### config.mk
export PLATFORM = sky130hd
export DESIGN_NAME = port_control_registers
export DESIGN_NICKNAME = d
export VERILOG_FILES = /design/src/inc/port_ctrl_pkg.sv /design/src/verilog/port_control_registers.sv
export SDC_FILE = /design/constraint.sdc
export NUM_CORES = 1
export LEC_CHECK = 0
export BUFFER_PORTS_ARGS = -buffer_cell sky130_fd_sc_hd__clkbuf_2
export CAP_MARGIN = 10
export CORE_MARGIN = 2
export CORE_UTILIZATION = 50
export DETAILED_ROUTE_END_ITERATION = 8
export PLACE_DENSITY = 0.77
export SETUP_SLACK_MARGIN = 0.4
export SLEW_MARGIN = 20
export SYNTH_ARGS = -nofsm -noshare
export SYNTH_HDL_FRONTEND = slang
export SYNTH_SLANG_ARGS = --single-unit
### constraint.sdc
create_clock -name core_clk -period 1.9 [get_ports core_clk]
set_input_delay 0.38 -clock core_clk [delete_from_list [all_inputs] [get_ports core_clk]]
set_output_delay 0.38 -clock core_clk [all_outputs]
set_load 0.1 [all_outputs]
### src/inc/port_ctrl_pkg.sv
// Constants for the per-port control register pair.
// Assumes a 16-bit host register port and one 200 MHz core clock.
package port_ctrl_pkg;

	// ****************************************
	// Register map
	// ****************************************
	localparam int          ADDR_W               = 12;
	localparam int          DATA_W               = 16;
	localparam logic [11:0] PORT_CONTROL_ONE_OFS = 12'h040;
	localparam logic [11:0] PORT_CONTROL_TWO_OFS = 12'h042;
	localparam logic [11:0] PORT_STATUS_OFS      = 12'h052;

	// Reset values: power-down and data-path reset start set
	localparam logic [15:0] CR1_RESET = 16'h0006;
	localparam logic [15:0] CR2_RESET = 16'h0000;
	localparam logic [15:0] CR1_WMASK = 16'hFFDF;

	// ****************************************
	// First control register fields
	// ****************************************
	localparam int NIBBLE_ALIGN_OFF_BIT   = 15;
	localparam int PAYLOAD_AIS_HI         = 14;
	localparam int PAYLOAD_AIS_LO         = 12;
	localparam int LINE_AIS_HI            = 11;
	localparam int LINE_AIS_LO            = 10;
	localparam int BIT_ERROR_TEST_ON_BIT  = 9;
	localparam int HDLC_ROUTE_SEL_BIT     = 8;
	localparam int MANUAL_ERR_INSERT_BIT  = 7;
	localparam int ERR_INSERT_SOURCE_BIT  = 6;
	localparam int PERF_UPDATE_SOURCE_BIT = 4;
	localparam int PERF_UPDATE_TRIG_BIT   = 3;
	localparam int PORT_POWER_DOWN_BIT    = 2;
	localparam int DATAPATH_RESET_BIT     = 1;
	localparam int PORT_RESET_BIT         = 0;

	// ****************************************
	// Second control register fields
	// ****************************************
	localparam int TX_LINE_OUT_ON_BIT     = 15;
	localparam int TX_DRIVER_HIZ_BIT      = 14;
	localparam int RX_MONITOR_GAIN_BIT    = 13;
	localparam int TX_LINE_BUILDOUT_BIT   = 12;
	localparam int CELL_VERIFY_EIGHT_BIT  = 11;
	localparam int PORT_IFACE_MODE_HI     = 10;
	localparam int PORT_IFACE_MODE_LO     = 8;
	localparam int CELL_DELIN_IN_PLCP_BIT = 7;
	localparam int CELL_PROC_SELECT_BIT   = 6;
	localparam int FRAMING_MODE_HI        = 5;
	localparam int FRAMING_MODE_LO        = 0;

	// Status register field
	localparam int PERF_UPDATE_DONE_BIT   = 0;

	// ****************************************
	// Counts and times
	// ****************************************
	localparam logic [3:0] CELL_VERIFY_SIX   = 4'h6;
	localparam logic [3:0] CELL_VERIFY_EIGHT = 4'h8;
	localparam logic [2:0] IFACE_MODE_OFF    = 3'h0;
	localparam int         CORE_CLK_MHZ      = 200;
	localparam int         RESET_MIN_NS      = 100;
	localparam int         RESET_HOLD_CYCLES = (RESET_MIN_NS * CORE_CLK_MHZ + 999) / 1000;

endpackage

### src/verilog/port_control_registers.sv
// Per-port control register pair with its control outputs.
// Assumes host strobes, global sources and line data all on core_clk.
//
// Contract
// - Bit 15 set disables transmit cell nibble alignment.
// - Three-bit payload AIS select chooses when receive all-ones is forced.
// - Two-bit line AIS select chooses transmitted AIS, overriding framer.
// - Bit 9 enables the bit error test; clear powers it down.
// - Receive data reaches the processor regardless of test enable.
// - Bit 8 routes HDLC to PLCP framers only in PLCP modes.
// - Rising manual insert bit with port source inserts errors.
// - Bit 6 picks port bit or global source for error insertion.
// - Bit 4 picks port bit or global source for monitor updates.
// - Rising update bit in port mode loads counts and clears counters.
// - Update bit held until done rises; done clears when bit drops.
// - Power-down bit stops port clocks; set after reset.
// - Data-path reset forces defaults, held 100ns, reads 1 after reset.
// - Port reset ORs with pin and global reset, reloads reset values into all but itself.
// - Transmit line output enable; clear forces tx_line_clk_out, tx_pos_out and tx_neg_out low.
// - Driver tri-state bit; no effect while line interface is down.
// - Cell verify count is six when clear, eight when set.
// - In PLCP modes bit 7 moves delineation to the PLCP framer.
// - In POS bus mode without PLCP bit 6 picks cell or packet.
// - Three-bit interface mode; reset code disables line interface.
// - Six-bit framing mode field with reset code zero.
//
// Local design decision: strobed register access.
`timescale 1ns/1ps
`default_nettype none

module port_control_registers
	import port_ctrl_pkg::*;
(
	input  wire logic              core_clk,
	input  wire logic              rst_n,
	input  wire logic [ADDR_W-1:0] addr,
	input  wire logic [DATA_W-1:0] wr_data,
	input  wire logic              wr_en,
	input  wire logic              rd_en,
	output logic      [DATA_W-1:0] rd_data,
	input  wire logic              global_reset,
	input  wire logic              global_err_insert_src,
	input  wire logic              global_perf_update_src,
	input  wire logic              plcp_mode,
	input  wire logic              pos_bus_mode,
	input  wire logic              rx_fifo_reset,
	input  wire logic              tx_line_clk_in,
	input  wire logic              tx_pos_in,
	input  wire logic              tx_neg_in,
	input  wire logic              tx_liu_pos_in,
	input  wire logic              tx_liu_neg_in,
	output logic                   nibble_align_off,
	output logic      [2:0]        payload_ais_sel,
	output logic      [1:0]        line_ais_sel,
	output logic                   bit_error_test_on,
	output logic                   hdlc_to_plcp,
	output logic                   err_insert_pulse,
	output logic                   perf_update_pulse,
	output logic                   port_clk_en,
	output logic                   datapath_reset_out,
	output logic                   port_regs_reset,
	output logic                   rx_to_cell_proc,
	output logic                   tx_line_clk_out,
	output logic                   tx_pos_out,
	output logic                   tx_neg_out,
	output logic                   tx_line_pos_out,
	output logic                   tx_line_pos_oe,
	output logic                   tx_line_neg_out,
	output logic                   tx_line_neg_oe,
	output logic                   rx_monitor_gain,
	output logic                   tx_line_buildout,
	output logic      [3:0]        cell_verify_count,
	output logic                   delin_in_plcp,
	output logic                   cell_processing,
	output logic      [2:0]        port_iface_mode,
	output logic      [5:0]        framing_mode_sel
);

	// ****************************************
	// Register state
	// ****************************************
	logic [15:0] cr1_reg;
	logic [15:0] cr1_next;
	logic [15:0] cr2_reg;
	logic [15:0] cr2_next;
	logic        perf_update_done_reg;
	logic        err_trig_prev_reg;
	logic        perf_trig_prev_reg;
	logic        g_err_prev_reg;
	logic        g_perf_prev_reg;
	logic [5:0]  dp_hold_reg;
	logic        soft_rst;
	logic        sw_perf_rise;
	logic        liu_on;

	function automatic logic hit(input logic [ADDR_W-1:0] a, input logic [11:0] ofs);
		hit = (a == ofs);
	endfunction

	// Pin reset acts asynchronously; software and global resets act on the clock
	assign soft_rst = cr1_reg[PORT_RESET_BIT] | global_reset;
	assign sw_perf_rise = cr1_reg[PERF_UPDATE_TRIG_BIT] & ~perf_trig_prev_reg
		& ~cr1_reg[PERF_UPDATE_SOURCE_BIT];
	assign liu_on = ~cr1_reg[PORT_POWER_DOWN_BIT]
		& (cr2_reg[PORT_IFACE_MODE_HI:PORT_IFACE_MODE_LO] != IFACE_MODE_OFF);

	// ****************************************
	// Register writes
	// ****************************************
	always_comb begin
		cr1_next = cr1_reg;
		cr2_next = cr2_reg;
		if (wr_en && hit(addr, PORT_CONTROL_ONE_OFS)) begin
			cr1_next = wr_data & CR1_WMASK;
		end
		if (wr_en && hit(addr, PORT_CONTROL_TWO_OFS)) begin
			cr2_next = wr_data;
		end
		if (soft_rst) begin
			// The port reset bit survives its own reset so software can release it
			cr1_next = CR1_RESET | (cr1_next & 16'h0001);
			cr2_next = CR2_RESET;
		end
	end

	always_ff @(posedge core_clk or negedge rst_n) begin
		if (!rst_n) begin
			cr1_reg <= CR1_RESET;
			cr2_reg <= CR2_RESET;
		end else begin
			cr1_reg <= cr1_next;
			cr2_reg <= cr2_next;
		end
	end

	// ****************************************
	// Read port
	// ****************************************
	always_ff @(posedge core_clk or negedge rst_n) begin
		if (!rst_n) begin
			rd_data <= 16'h0000;
		end else if (rd_en) begin
			if (hit(addr, PORT_CONTROL_ONE_OFS)) begin
				rd_data <= cr1_reg;
			end else if (hit(addr, PORT_CONTROL_TWO_OFS)) begin
				rd_data <= cr2_reg;
			end else if (hit(addr, PORT_STATUS_OFS)) begin
				rd_data <= 16'(perf_update_done_reg) << PERF_UPDATE_DONE_BIT;
			end else begin
				rd_data <= 16'h0000;
			end
		end else begin
			rd_data <= 16'h0000;
		end
	end

	// ****************************************
	// Error insertion and monitor updates
	// ****************************************
	always_ff @(posedge core_clk or negedge rst_n) begin
		if (!rst_n) begin
			err_trig_prev_reg  <= 1'b0;
			perf_trig_prev_reg <= 1'b0;
			g_err_prev_reg     <= 1'b0;
			g_perf_prev_reg    <= 1'b0;
			err_insert_pulse   <= 1'b0;
			perf_update_pulse  <= 1'b0;
		end else begin
			err_trig_prev_reg  <= cr1_reg[MANUAL_ERR_INSERT_BIT];
			perf_trig_prev_reg <= cr1_reg[PERF_UPDATE_TRIG_BIT];
			g_err_prev_reg     <= global_err_insert_src;
			g_perf_prev_reg    <= global_perf_update_src;
			if (cr1_reg[ERR_INSERT_SOURCE_BIT]) begin
				err_insert_pulse <= global_err_insert_src & ~g_err_prev_reg;
			end else begin
				err_insert_pulse <= cr1_reg[MANUAL_ERR_INSERT_BIT]
					& ~err_trig_prev_reg;
			end
			if (cr1_reg[PERF_UPDATE_SOURCE_BIT]) begin
				perf_update_pulse <= global_perf_update_src & ~g_perf_prev_reg;
			end else begin
				perf_update_pulse <= sw_perf_rise;
			end
		end
	end

	// Done status: a new update beats the clear in the same cycle
	always_ff @(posedge core_clk or negedge rst_n) begin
		if (!rst_n) begin
			perf_update_done_reg <= 1'b0;
		end else if (sw_perf_rise) begin
			perf_update_done_reg <= 1'b1;
		end else if (soft_rst || !cr1_reg[PERF_UPDATE_TRIG_BIT]) begin
			perf_update_done_reg <= 1'b0;
		end
	end

	// ****************************************
	// Resets and power
	// ****************************************
	// Stretch keeps the data path in reset for the minimum time even on a short pulse
	always_ff @(posedge core_clk or negedge rst_n) begin
		if (!rst_n) begin
			dp_hold_reg        <= 6'(RESET_HOLD_CYCLES);
			datapath_reset_out <= 1'b1;
			port_regs_reset    <= 1'b1;
			port_clk_en        <= 1'b0;
		end else begin
			if (cr1_reg[DATAPATH_RESET_BIT] || soft_rst) begin
				dp_hold_reg <= 6'(RESET_HOLD_CYCLES);
			end else if (dp_hold_reg != 6'h00) begin
				dp_hold_reg <= dp_hold_reg - 6'h01;
			end
			datapath_reset_out <= cr1_reg[DATAPATH_RESET_BIT] | soft_rst
				| (dp_hold_reg > 6'h01);
			port_regs_reset    <= soft_rst;
			port_clk_en        <= ~cr1_reg[PORT_POWER_DOWN_BIT];
		end
	end

	// ****************************************
	// Framer and processor controls
	// ****************************************
	always_ff @(posedge core_clk or negedge rst_n) begin
		if (!rst_n) begin
			nibble_align_off  <= 1'b0;
			payload_ais_sel   <= 3'h0;
			line_ais_sel      <= 2'h0;
			bit_error_test_on <= 1'b0;
			hdlc_to_plcp      <= 1'b0;
			rx_to_cell_proc   <= 1'b0;
			cell_verify_count <= CELL_VERIFY_SIX;
			delin_in_plcp     <= 1'b0;
			cell_processing   <= 1'b0;
			port_iface_mode   <= 3'h0;
			framing_mode_sel  <= 6'h00;
			rx_monitor_gain   <= 1'b0;
			tx_line_buildout  <= 1'b0;
		end else begin
			nibble_align_off  <= cr1_reg[NIBBLE_ALIGN_OFF_BIT];
			payload_ais_sel   <= cr1_reg[PAYLOAD_AIS_HI:PAYLOAD_AIS_LO];
			line_ais_sel      <= cr1_reg[LINE_AIS_HI:LINE_AIS_LO];
			bit_error_test_on <= cr1_reg[BIT_ERROR_TEST_ON_BIT];
			hdlc_to_plcp      <= cr1_reg[HDLC_ROUTE_SEL_BIT] & plcp_mode;
			// Receive flow ignores the test enable; only the FIFO reset blocks it
			rx_to_cell_proc   <= ~rx_fifo_reset;
			cell_verify_count <= cr2_reg[CELL_VERIFY_EIGHT_BIT]
				? CELL_VERIFY_EIGHT : CELL_VERIFY_SIX;
			delin_in_plcp     <= cr2_reg[CELL_DELIN_IN_PLCP_BIT] & plcp_mode;
			cell_processing   <= ~pos_bus_mode | plcp_mode
				| cr2_reg[CELL_PROC_SELECT_BIT];
			port_iface_mode   <= cr2_reg[PORT_IFACE_MODE_HI:PORT_IFACE_MODE_LO];
			framing_mode_sel  <= cr2_reg[FRAMING_MODE_HI:FRAMING_MODE_LO];
			rx_monitor_gain   <= cr2_reg[RX_MONITOR_GAIN_BIT];
			tx_line_buildout  <= cr2_reg[TX_LINE_BUILDOUT_BIT];
		end
	end

	// ****************************************
	// Transmit line outputs
	// ****************************************
	// Line data gains one register stage; framers must allow for that latency
	always_ff @(posedge core_clk or negedge rst_n) begin
		if (!rst_n) begin
			tx_line_clk_out <= 1'b0;
			tx_pos_out      <= 1'b0;
			tx_neg_out      <= 1'b0;
			tx_line_pos_out <= 1'b0;
			tx_line_neg_out <= 1'b0;
			tx_line_pos_oe  <= 1'b0;
			tx_line_neg_oe  <= 1'b0;
		end else begin
			tx_line_clk_out <= tx_line_clk_in & cr2_reg[TX_LINE_OUT_ON_BIT];
			tx_pos_out      <= tx_pos_in & cr2_reg[TX_LINE_OUT_ON_BIT];
			tx_neg_out      <= tx_neg_in & cr2_reg[TX_LINE_OUT_ON_BIT];
			tx_line_pos_out <= tx_liu_pos_in & liu_on;
			tx_line_neg_out <= tx_liu_neg_in & liu_on;
			tx_line_pos_oe  <= liu_on & ~cr2_reg[TX_DRIVER_HIZ_BIT];
			tx_line_neg_oe  <= liu_on & ~cr2_reg[TX_DRIVER_HIZ_BIT];
		end
	end

	logic [6:0] dp_on_cnt;
	always_ff @(posedge core_clk or negedge rst_n) begin
		if (!rst_n) begin
			dp_on_cnt <= 7'h00;
		end else if (datapath_reset_out) begin
			if (dp_on_cnt != 7'h7F) begin
				dp_on_cnt <= dp_on_cnt + 7'h01;
			end
		end else begin
			dp_on_cnt <= 7'h00;
		end
	end
endmodule // port_control_registers

`default_nettype wire

# Word-level counts from Yosys, hierarchy flattened
# Index checks and enable logic that the tools add are counted.
# op_classes
n_reduce_logical	11
n_addsub	1
order_cmp	1
n_mux	15
n_bitwise	28
eq_ne	3
# ops
operator	count
$mux 16	7
$eq 12x7->1 const B	3
$and 1x1->1	14
$mux 6	2
$not 1->1	9
$reduce_bool 2->1	4
$gt 6x1->1 const B	1
$reduce_bool 6->1	1
$sub 6x1->6 const B	1
$mux 1	5
$or 1x1->1	5
$mux 4	1
$reduce_bool 3->1	1
$logic_and 1x1->1	2
$logic_or 1x1->1	2
$logic_not 1->1	1
# totals
in_bits	43
output_inout_bits	54
wordCells	93
ff_bits	96

# Longest topological paths before layout
# Gate-level depths: netlist of run 1.
# depth
depth_word	5
depth_mapped	6
ltp_nobuf	5

# Worst setup path after synthesis of run 1
# Ideal clock, no wire load.
# synth_timing
kind	input -> register
from	input addr[3]
to	register cr2_reg[10]
stages	5
arrival_ns	1.853
setup_ns	0.124
slack_ns	-0.077
required_time_ns	1.776
n_path_buf	2
path_cell_list	or4b_4 or4_4 buf_6 buf_6 mux2i_1
# synth_between
elab_chain_cells	3
# synth_lines
item	line_no	rtl
start, declared	port_control_registers.sv:36	input wire logic [ADDR_W-1:0] addr,
$eq 12x7->1	port_control_registers.sv:97	hit = (a == ofs);
$logic_and 1x1->1	port_control_registers.sv:116	if (wr_en && hit(addr, PORT_CONTROL_TWO_OFS)) begin
$reduce_bool 2->1 (no source line)	n/a	
end signal, assigned	port_control_registers.sv:132	cr2_reg <= cr2_next;
end, declared	port_control_registers.sv:84	logic [15:0] cr2_reg;
# Every way passes these cells.
# A chain may end at the register's enable or synchronous reset.

==> impl_metrics.json, run 1 <==
{
  "worst_slack_ps": 317,
  "clock_latency_ps": 350,
  "grt_overflow": 0,
  "synthArstFlopShare_pct": 100,
  "dr.pass1.iters": 4,
  "yosys.area.top_type": "dfrtp_1",
  "clock-sinks": 93,
  "synth_edf_count": 0,
  "final_cell_count_no_fill": 494,
  "netlist_area_um2": 3570,
  "synth_warnings": 0,
  "drive_gt1_share_pct": 38.2,
  "num_vias": 2504,
  "place_ws_ps": -12.9,
  "wl_per_cell_um": 15.5,
  "cap_viol_max_count": 0,
  "status": "finished, final reports clean",
  "powerDensity_nw_per_um2": 718,
  "dominantRegCellSynth": "dfrtp_1",
  "cp-start-kind": "register",
  "grt_max_degree": 51,
  "cts_tree": "built",
  "clock_skew_ps": 7.88,
  "ys_seq_elements": 93,
  "cts_buffer_depth": 2,
  "slew_viol_final": 0,
  "io_pins": 97,
  "ys_types": 38,
  "drc": 0,
  "p_total_mw": 3.40,
  "synth_top_area_share_pct": 60.3,
  "place_inst": 474,
  "required_ps": 1520,
  "hold_viol": 0,
  "core_area_um2": 6870,
  "slowest_delay_ps": 650,
  "holdWs_ps": 142,
  "crit_type": "register to output port",
  "row_count": 30,
  "avgViaCountPerCell": 5.07,
  "drt_iter0_drc": 148,
  "max-vdd-ir-drop_v": 0.000378,
  "synth_cells": 285,
  "seq_area_frac_synth_pct": 65.5,
  "areaGrowthSynthToFinish_pct": 32.5,
  "fin_crit_sh_pct": 83.3,
  "cp_cell_sequence": "clkbuf_16",
  "setup_viol": 0,
  "start_util_pct": 51.9,
  "gp_congestion": 0.742,
  "p_leak_nw": 2.40,
  "die_h_um": 88.5,
  "path_clk_slew_ps": 90,
  "grt.total_usage_pct": 21.0,
  "worstPathArrival_ps": 1200,
  "grt_pass1_vias": 2470,
  "synth_nets": 331,
  "antenna_found_initial": 0,
  "finalCriticalPeriod_ps": 1580,
  "avgSynthCellArea_um2": 12.5,
  "drt-total-wl_um": 7680,
  "final_util_pct": 68.8,
  "die_area_um2": 7830,
  "num_antenna_cells": 0,
  "finalNetCount": 439,
  "fmax_ghz": 0.632,
  "portBuffers": 95,
  "numCtsBuffers": 9,
  "dp_hpwl_um": 4970,
  "cts_root_buffer": "clkbuf_8",
  "crit_fanout": 2,
  "cts.htree.levels": 3,
  "path_delay_family": "flip-flops",
  "die_x_um": 88.5,
  "finish.instance_area_um2": 4730,
  "dpl_cell_area_um2": 4240,
  "synthTopCellsByArea": "dfrtp_1 (60%), mux2i_1 (13%), dfstp_2 (5.2%)",
  "crit_buf_inv": 1,
  "grt_pass1_wl_um": 12200,
  "min_path_type": "input pin to register",
  "ant_nets": 0,
  "rsz0062_at_grt": "true",
  "cp_slowest_cell": "dfstp_4",
  "endpoint_kind": "output port",
  "tns_ps": 0
}
[kinds of logic after synthesis]
logic type                 after synthesis  share of synthesized area (%)
other                                    1                          0.105
xor gates and xnor gates                 1                          0.245
AOI/OAI and AO/OA                       13                           2.42
buffers and inverters                   23                           3.30
adders and majority gates                3                           1.05
DFF                                     93                           65.5
and+or+nand+nor                        104                           14.2
muxes                                   47                           13.3
[synth_stat cells, drive strengths merged (4+ instances only)]
master / number
nand2: 48
dfstp: 7
mux2i: 45
nor2: 24
or3: 4
buf: 8
and2: 7
inv: 9
dfrtp: 86
clkbuf: 6
nor3: 4
[power breakdown]
group          total, mW  switching, mW  internal [mW]
registers           1.99        0.00242           1.98
logic              0.214          0.139         0.0752
clock network       1.20          0.681          0.514
[placed cells by master, fill, tap and decap left out, drive strengths merged, types with 4 or more instances in the layout]
cell type / n
and2: 7
buf: 16
clkbuf: 104
dfrtp: 86
dfstp: 7
inv: 10
mux2i: 45
nand2: 48
nor2: 24
nor3: 4
or3: 4
or4: 4
[path summary, 6_finish.rpt]
kind                                   startpoint                    to  depth (start not counted)  slack (ps)
min reg2reg                           cr1_reg[12]    payload_ais_sel[0]                          0         400
max reg2reg                        dp_hold_reg[4]        dp_hold_reg[5]                          3         420
min                        global_perf_update_src       g_perf_prev_reg                          1         140
max in group asynchronous                   rst_n            cr1_reg[1]                          3         760
min in group asynchronous                   rst_n       rx_to_cell_proc                          2         500
max                          cell_verify_count[2]  cell_verify_count[1]                          1         320
[layer usage]
metal / global-route usage, % / up-vias / routed length (µm)
li1: - / 1166 / -
met1: 28.9 / 1236 / 3410
met2: 33.5 / 92 / 3760
met3: 5.69 / 10 / 399
met4: 5.10 / 0 / 99
met5: 0 / - / 0
[worst reg2reg max path: cells and delay by family, from the launching register on]
kind | cells | cell delay, ps
AO/OA/AOI/OAI | 1 | 120
flip-flops | 1 | 410
AND/OR/NAND/NOR | 2 | 880
[layout make-up]
class	count	area [µm²]
Clock buffer	11	141
Clock inverter	5	36.3
Fill cell	500	2140
Inverter	9	33.8
Multi-Input combinational cell	170	1200
Sequential cell	93	2340
Tap cell	96	120
Timing Repair Buffer	110	855
[timing repair]
item / CTS / global route
endpoints found under the hold margin: 24 / 0
pin swaps: 1 / 1
setup buffers: 0 / 2
gates resized for setup: 67 / 11
gates cloned: 1 / 0
hold buffers: 1 / 0
endpoints found under the setup margin: 68 / 47
No activity file was read; power rests on OpenSTA's default activity.
==> inputs of run 2 (changes only) <==
==> constraint.sdc (replaced) <==
create_clock -name core_clk -period 1.6 [get_ports core_clk]
set_input_delay 0.32 -clock core_clk [delete_from_list [all_inputs] [get_ports core_clk]]
set_output_delay 0.32 -clock core_clk [all_outputs]
set_load 0.1 [all_outputs]
==> run 2 against run 1 <==
  * The flow now finishes with violations (negative setup slack)
  * Critical path type is now input pin to register
  * Clock skew rose by 28 ps
  * Worst setup slack got worse by 350 ps
  * Non-clock buffer count rose by 18
  * Die area did not move
  * Sequential cell count did not move
  * Critical endpoint is now cr1_reg[1]
  * Core utilization rose by 19 points
  * Wire length rose by 76%
  * Largest power group unchanged
  * Clock power rose by 33%
  * Count of clock-buffer cells in the layout rose by 1
==> impl_metrics.json, run 2 (same netlist as run 1, synthesis figures left out) <==
{
  "worstMarginPinSlew_ps": 471,
  "die_area_um2": 7830,
  "cp_slowest_cell": "or4b_4",
  "clock-sinks": 93,
  "clock_skew_ps": 36.1,
  "fmax_ghz": 0.614,
  "cap_viol_max_count": 0,
  "avgViaCountPerCell": 5.82,
  "slowest_delay_ps": 600,
  "num_vias": 2981,
  "worst_slack_ps": -28.5,
  "cts_tree": "built",
  "r2r-end": "cr1_reg[14]",
  "core_area_um2": 6870,
  "place_inst": 481,
  "grt_max_degree": 34,
  "netSwitchingFraction_pct": 26.4,
  "areaGrowthSynthToFinish_pct": 68.4,
  "fin_crit_sh_pct": 102,
  "drive_gt1_share_pct": 58.7,
  "grt_overflow": 0,
  "finalNetCount": 457,
  "start_util_pct": 51.9,
  "clock_latency_ps": 390,
  "num_antenna_cells": 0,
  "max-vdd-ir-drop_v": 0.000646,
  "path_clk_slew_ps": 90,
  "final_cell_count_no_fill": 512,
  "portBuffers": 95,
  "finalCriticalPeriod_ps": 1630,
  "fill_cells": 260,
  "drc": 0,
  "required_ps": 1870,
  "final_cell_mix": "nand2_1 (48), dfrtp_2 (48), clkbuf_16 (48)",
  "hold_depth": 1,
  "timing.critical_path.from": "addr[0]",
  "min_path_type": "input pin to register",
  "ant_nets": 0,
  "dp_hpwl_um": 5220,
  "row_count": 30,
  "drt_iter0_drc": 238,
  "cp_cell_sequence": "buf_6, or4b_4, nor4_4, buf_4, buf_6, mux2i_1",
  "cp-start-kind": "input pin",
  "violations": "negative setup slack",
  "cp_common_cell": "buf_6",
  "numCtsBuffers": 9,
  "grt.total_usage_pct": 31.1,
  "dr.pass1.iters": 5,
  "grt_pass1_vias": 3083,
  "die_x_um": 88.5,
  "worstPathArrival_ps": 1890,
  "gp_congestion": 0.784,
  "slew_headroom_pct": 67.7,
  "grt_pass1_wl_um": 17400,
  "pwr-share-seq_pct": 55.4,
  "slew_viol_final": 0,
  "rsz0062_at_grt": "true",
  "r2r_slack_ps": 100,
  "crit_fanout": 6,
  "crit_type": "input pin to register",
  "setup_viol": 1,
  "hold_viol": 0,
  "p_clk_share_pct": 37.3,
  "rr_worst_depth": 5,
  "die_h_um": 88.5,
  "internal-power_mw": 3.14,
  "cts_buffer_depth": 2,
  "holdPathEnd": "g_err_prev_reg",
  "switching_power_mw": 1.13,
  "wl_per_cell_um": 26.4,
  "p_leak_nw": 2.70,
  "cts_root_buffer": "clkbuf_8",
  "status": "finished, violations left",
  "antenna_found_initial": 0,
  "min_from": "global_err_insert_src",
  "tns_ps": -28.5,
  "drt-total-wl_um": 13500,
  "io_pins": 97,
  "powerDensity_nw_per_um2": 709,
  "cts.htree.levels": 3,
  "reg2reg_from": "cr1_reg[0]",
  "endpoint_kind": "register",
  "p_comb_share_pct": 7.3
}
-- run 2: per-stage QoR --
stage               setup WS [ps]  area, µm²  utilization [%]  power, mW  hold slack (ps)
floorplan                    -213       3740                -       2.51             24.4
global placement             -250       4460             64.9       2.66              279
detailed placement           -292       4460             64.9       2.66              276
CTS                          89.6       5780             84.1       4.13             83.6
global route                -9.37       6010             87.5       4.36             69.5
finish                      -28.5       6010             87.5       4.26             76.2
-- run 2: worst max path at each step --
stage                                 to  slack, ps
CTS                 cell_verify_count[2]         90
finish                        cr1_reg[1]        -30
floorplan                    cr2_reg[10]       -210
global placement              cr2_reg[6]       -250
global route                  cr1_reg[1]         -9
detailed placement            cr2_reg[4]       -290
-- run 2: layer usage --
| metal | wire length [µm] | GRT usage [%] | vias up |
|---|---|---|---|
| met1 | 5020 | 38.0 | 1485 |
| li1 | - | - | 1206 |
| met2 | 6880 | 53.7 | 225 |
| met4 | 657 | 12.1 | 0 |
| met3 | 985 | 7.28 | 65 |
| met5 | 0 | 0 | - |
-- run 2: critical path, delay by kind of cell --
family                 cells  cell delay, ps
buffers and inverters      3             420
muxes                      1             290
and+or+nand+nor            2             850
-- run 2: final cells by class --
| cell class | count | area [µm²] | area share, % |
|---|---|---|---|
| flip-flops and latches | 93 | 2400 | 40.0 |
| repair buffers | 128 | 1870 | 31.1 |
| multi-input cells | 170 | 1400 | 23.3 |
| clock buffers | 12 | 155 | 2.58 |
| well taps | 96 | 120 | 2.00 |
| inverters | 9 | 33.8 | 0.562 |
| clock inverters | 4 | 31.3 | 0.520 |
-- run 2: power groups by stage --
stage / combinational [mW] / clock (mW) / sequential (mW)
6_report: 0.311 / 1.59 / 2.36
2_1_floorplan: 0.0799 / 0 / 2.43
3_3_place_gp: 0.253 / 0 / 2.40
3_5_place_dp: 0.258 / 0 / 2.41
5_1_grt: 0.327 / 1.67 / 2.36
4_1_cts: 0.278 / 1.49 / 2.36
-- run 2: timing repair --
action	in CTS	in global routing
buffers inserted	6	7
setup endpoints to repair	105	106
pin swaps	6	2
cloned	1	0
endpoints found under the hold margin	27	0
gates resized for setup	176	39
hold buffers	1	0
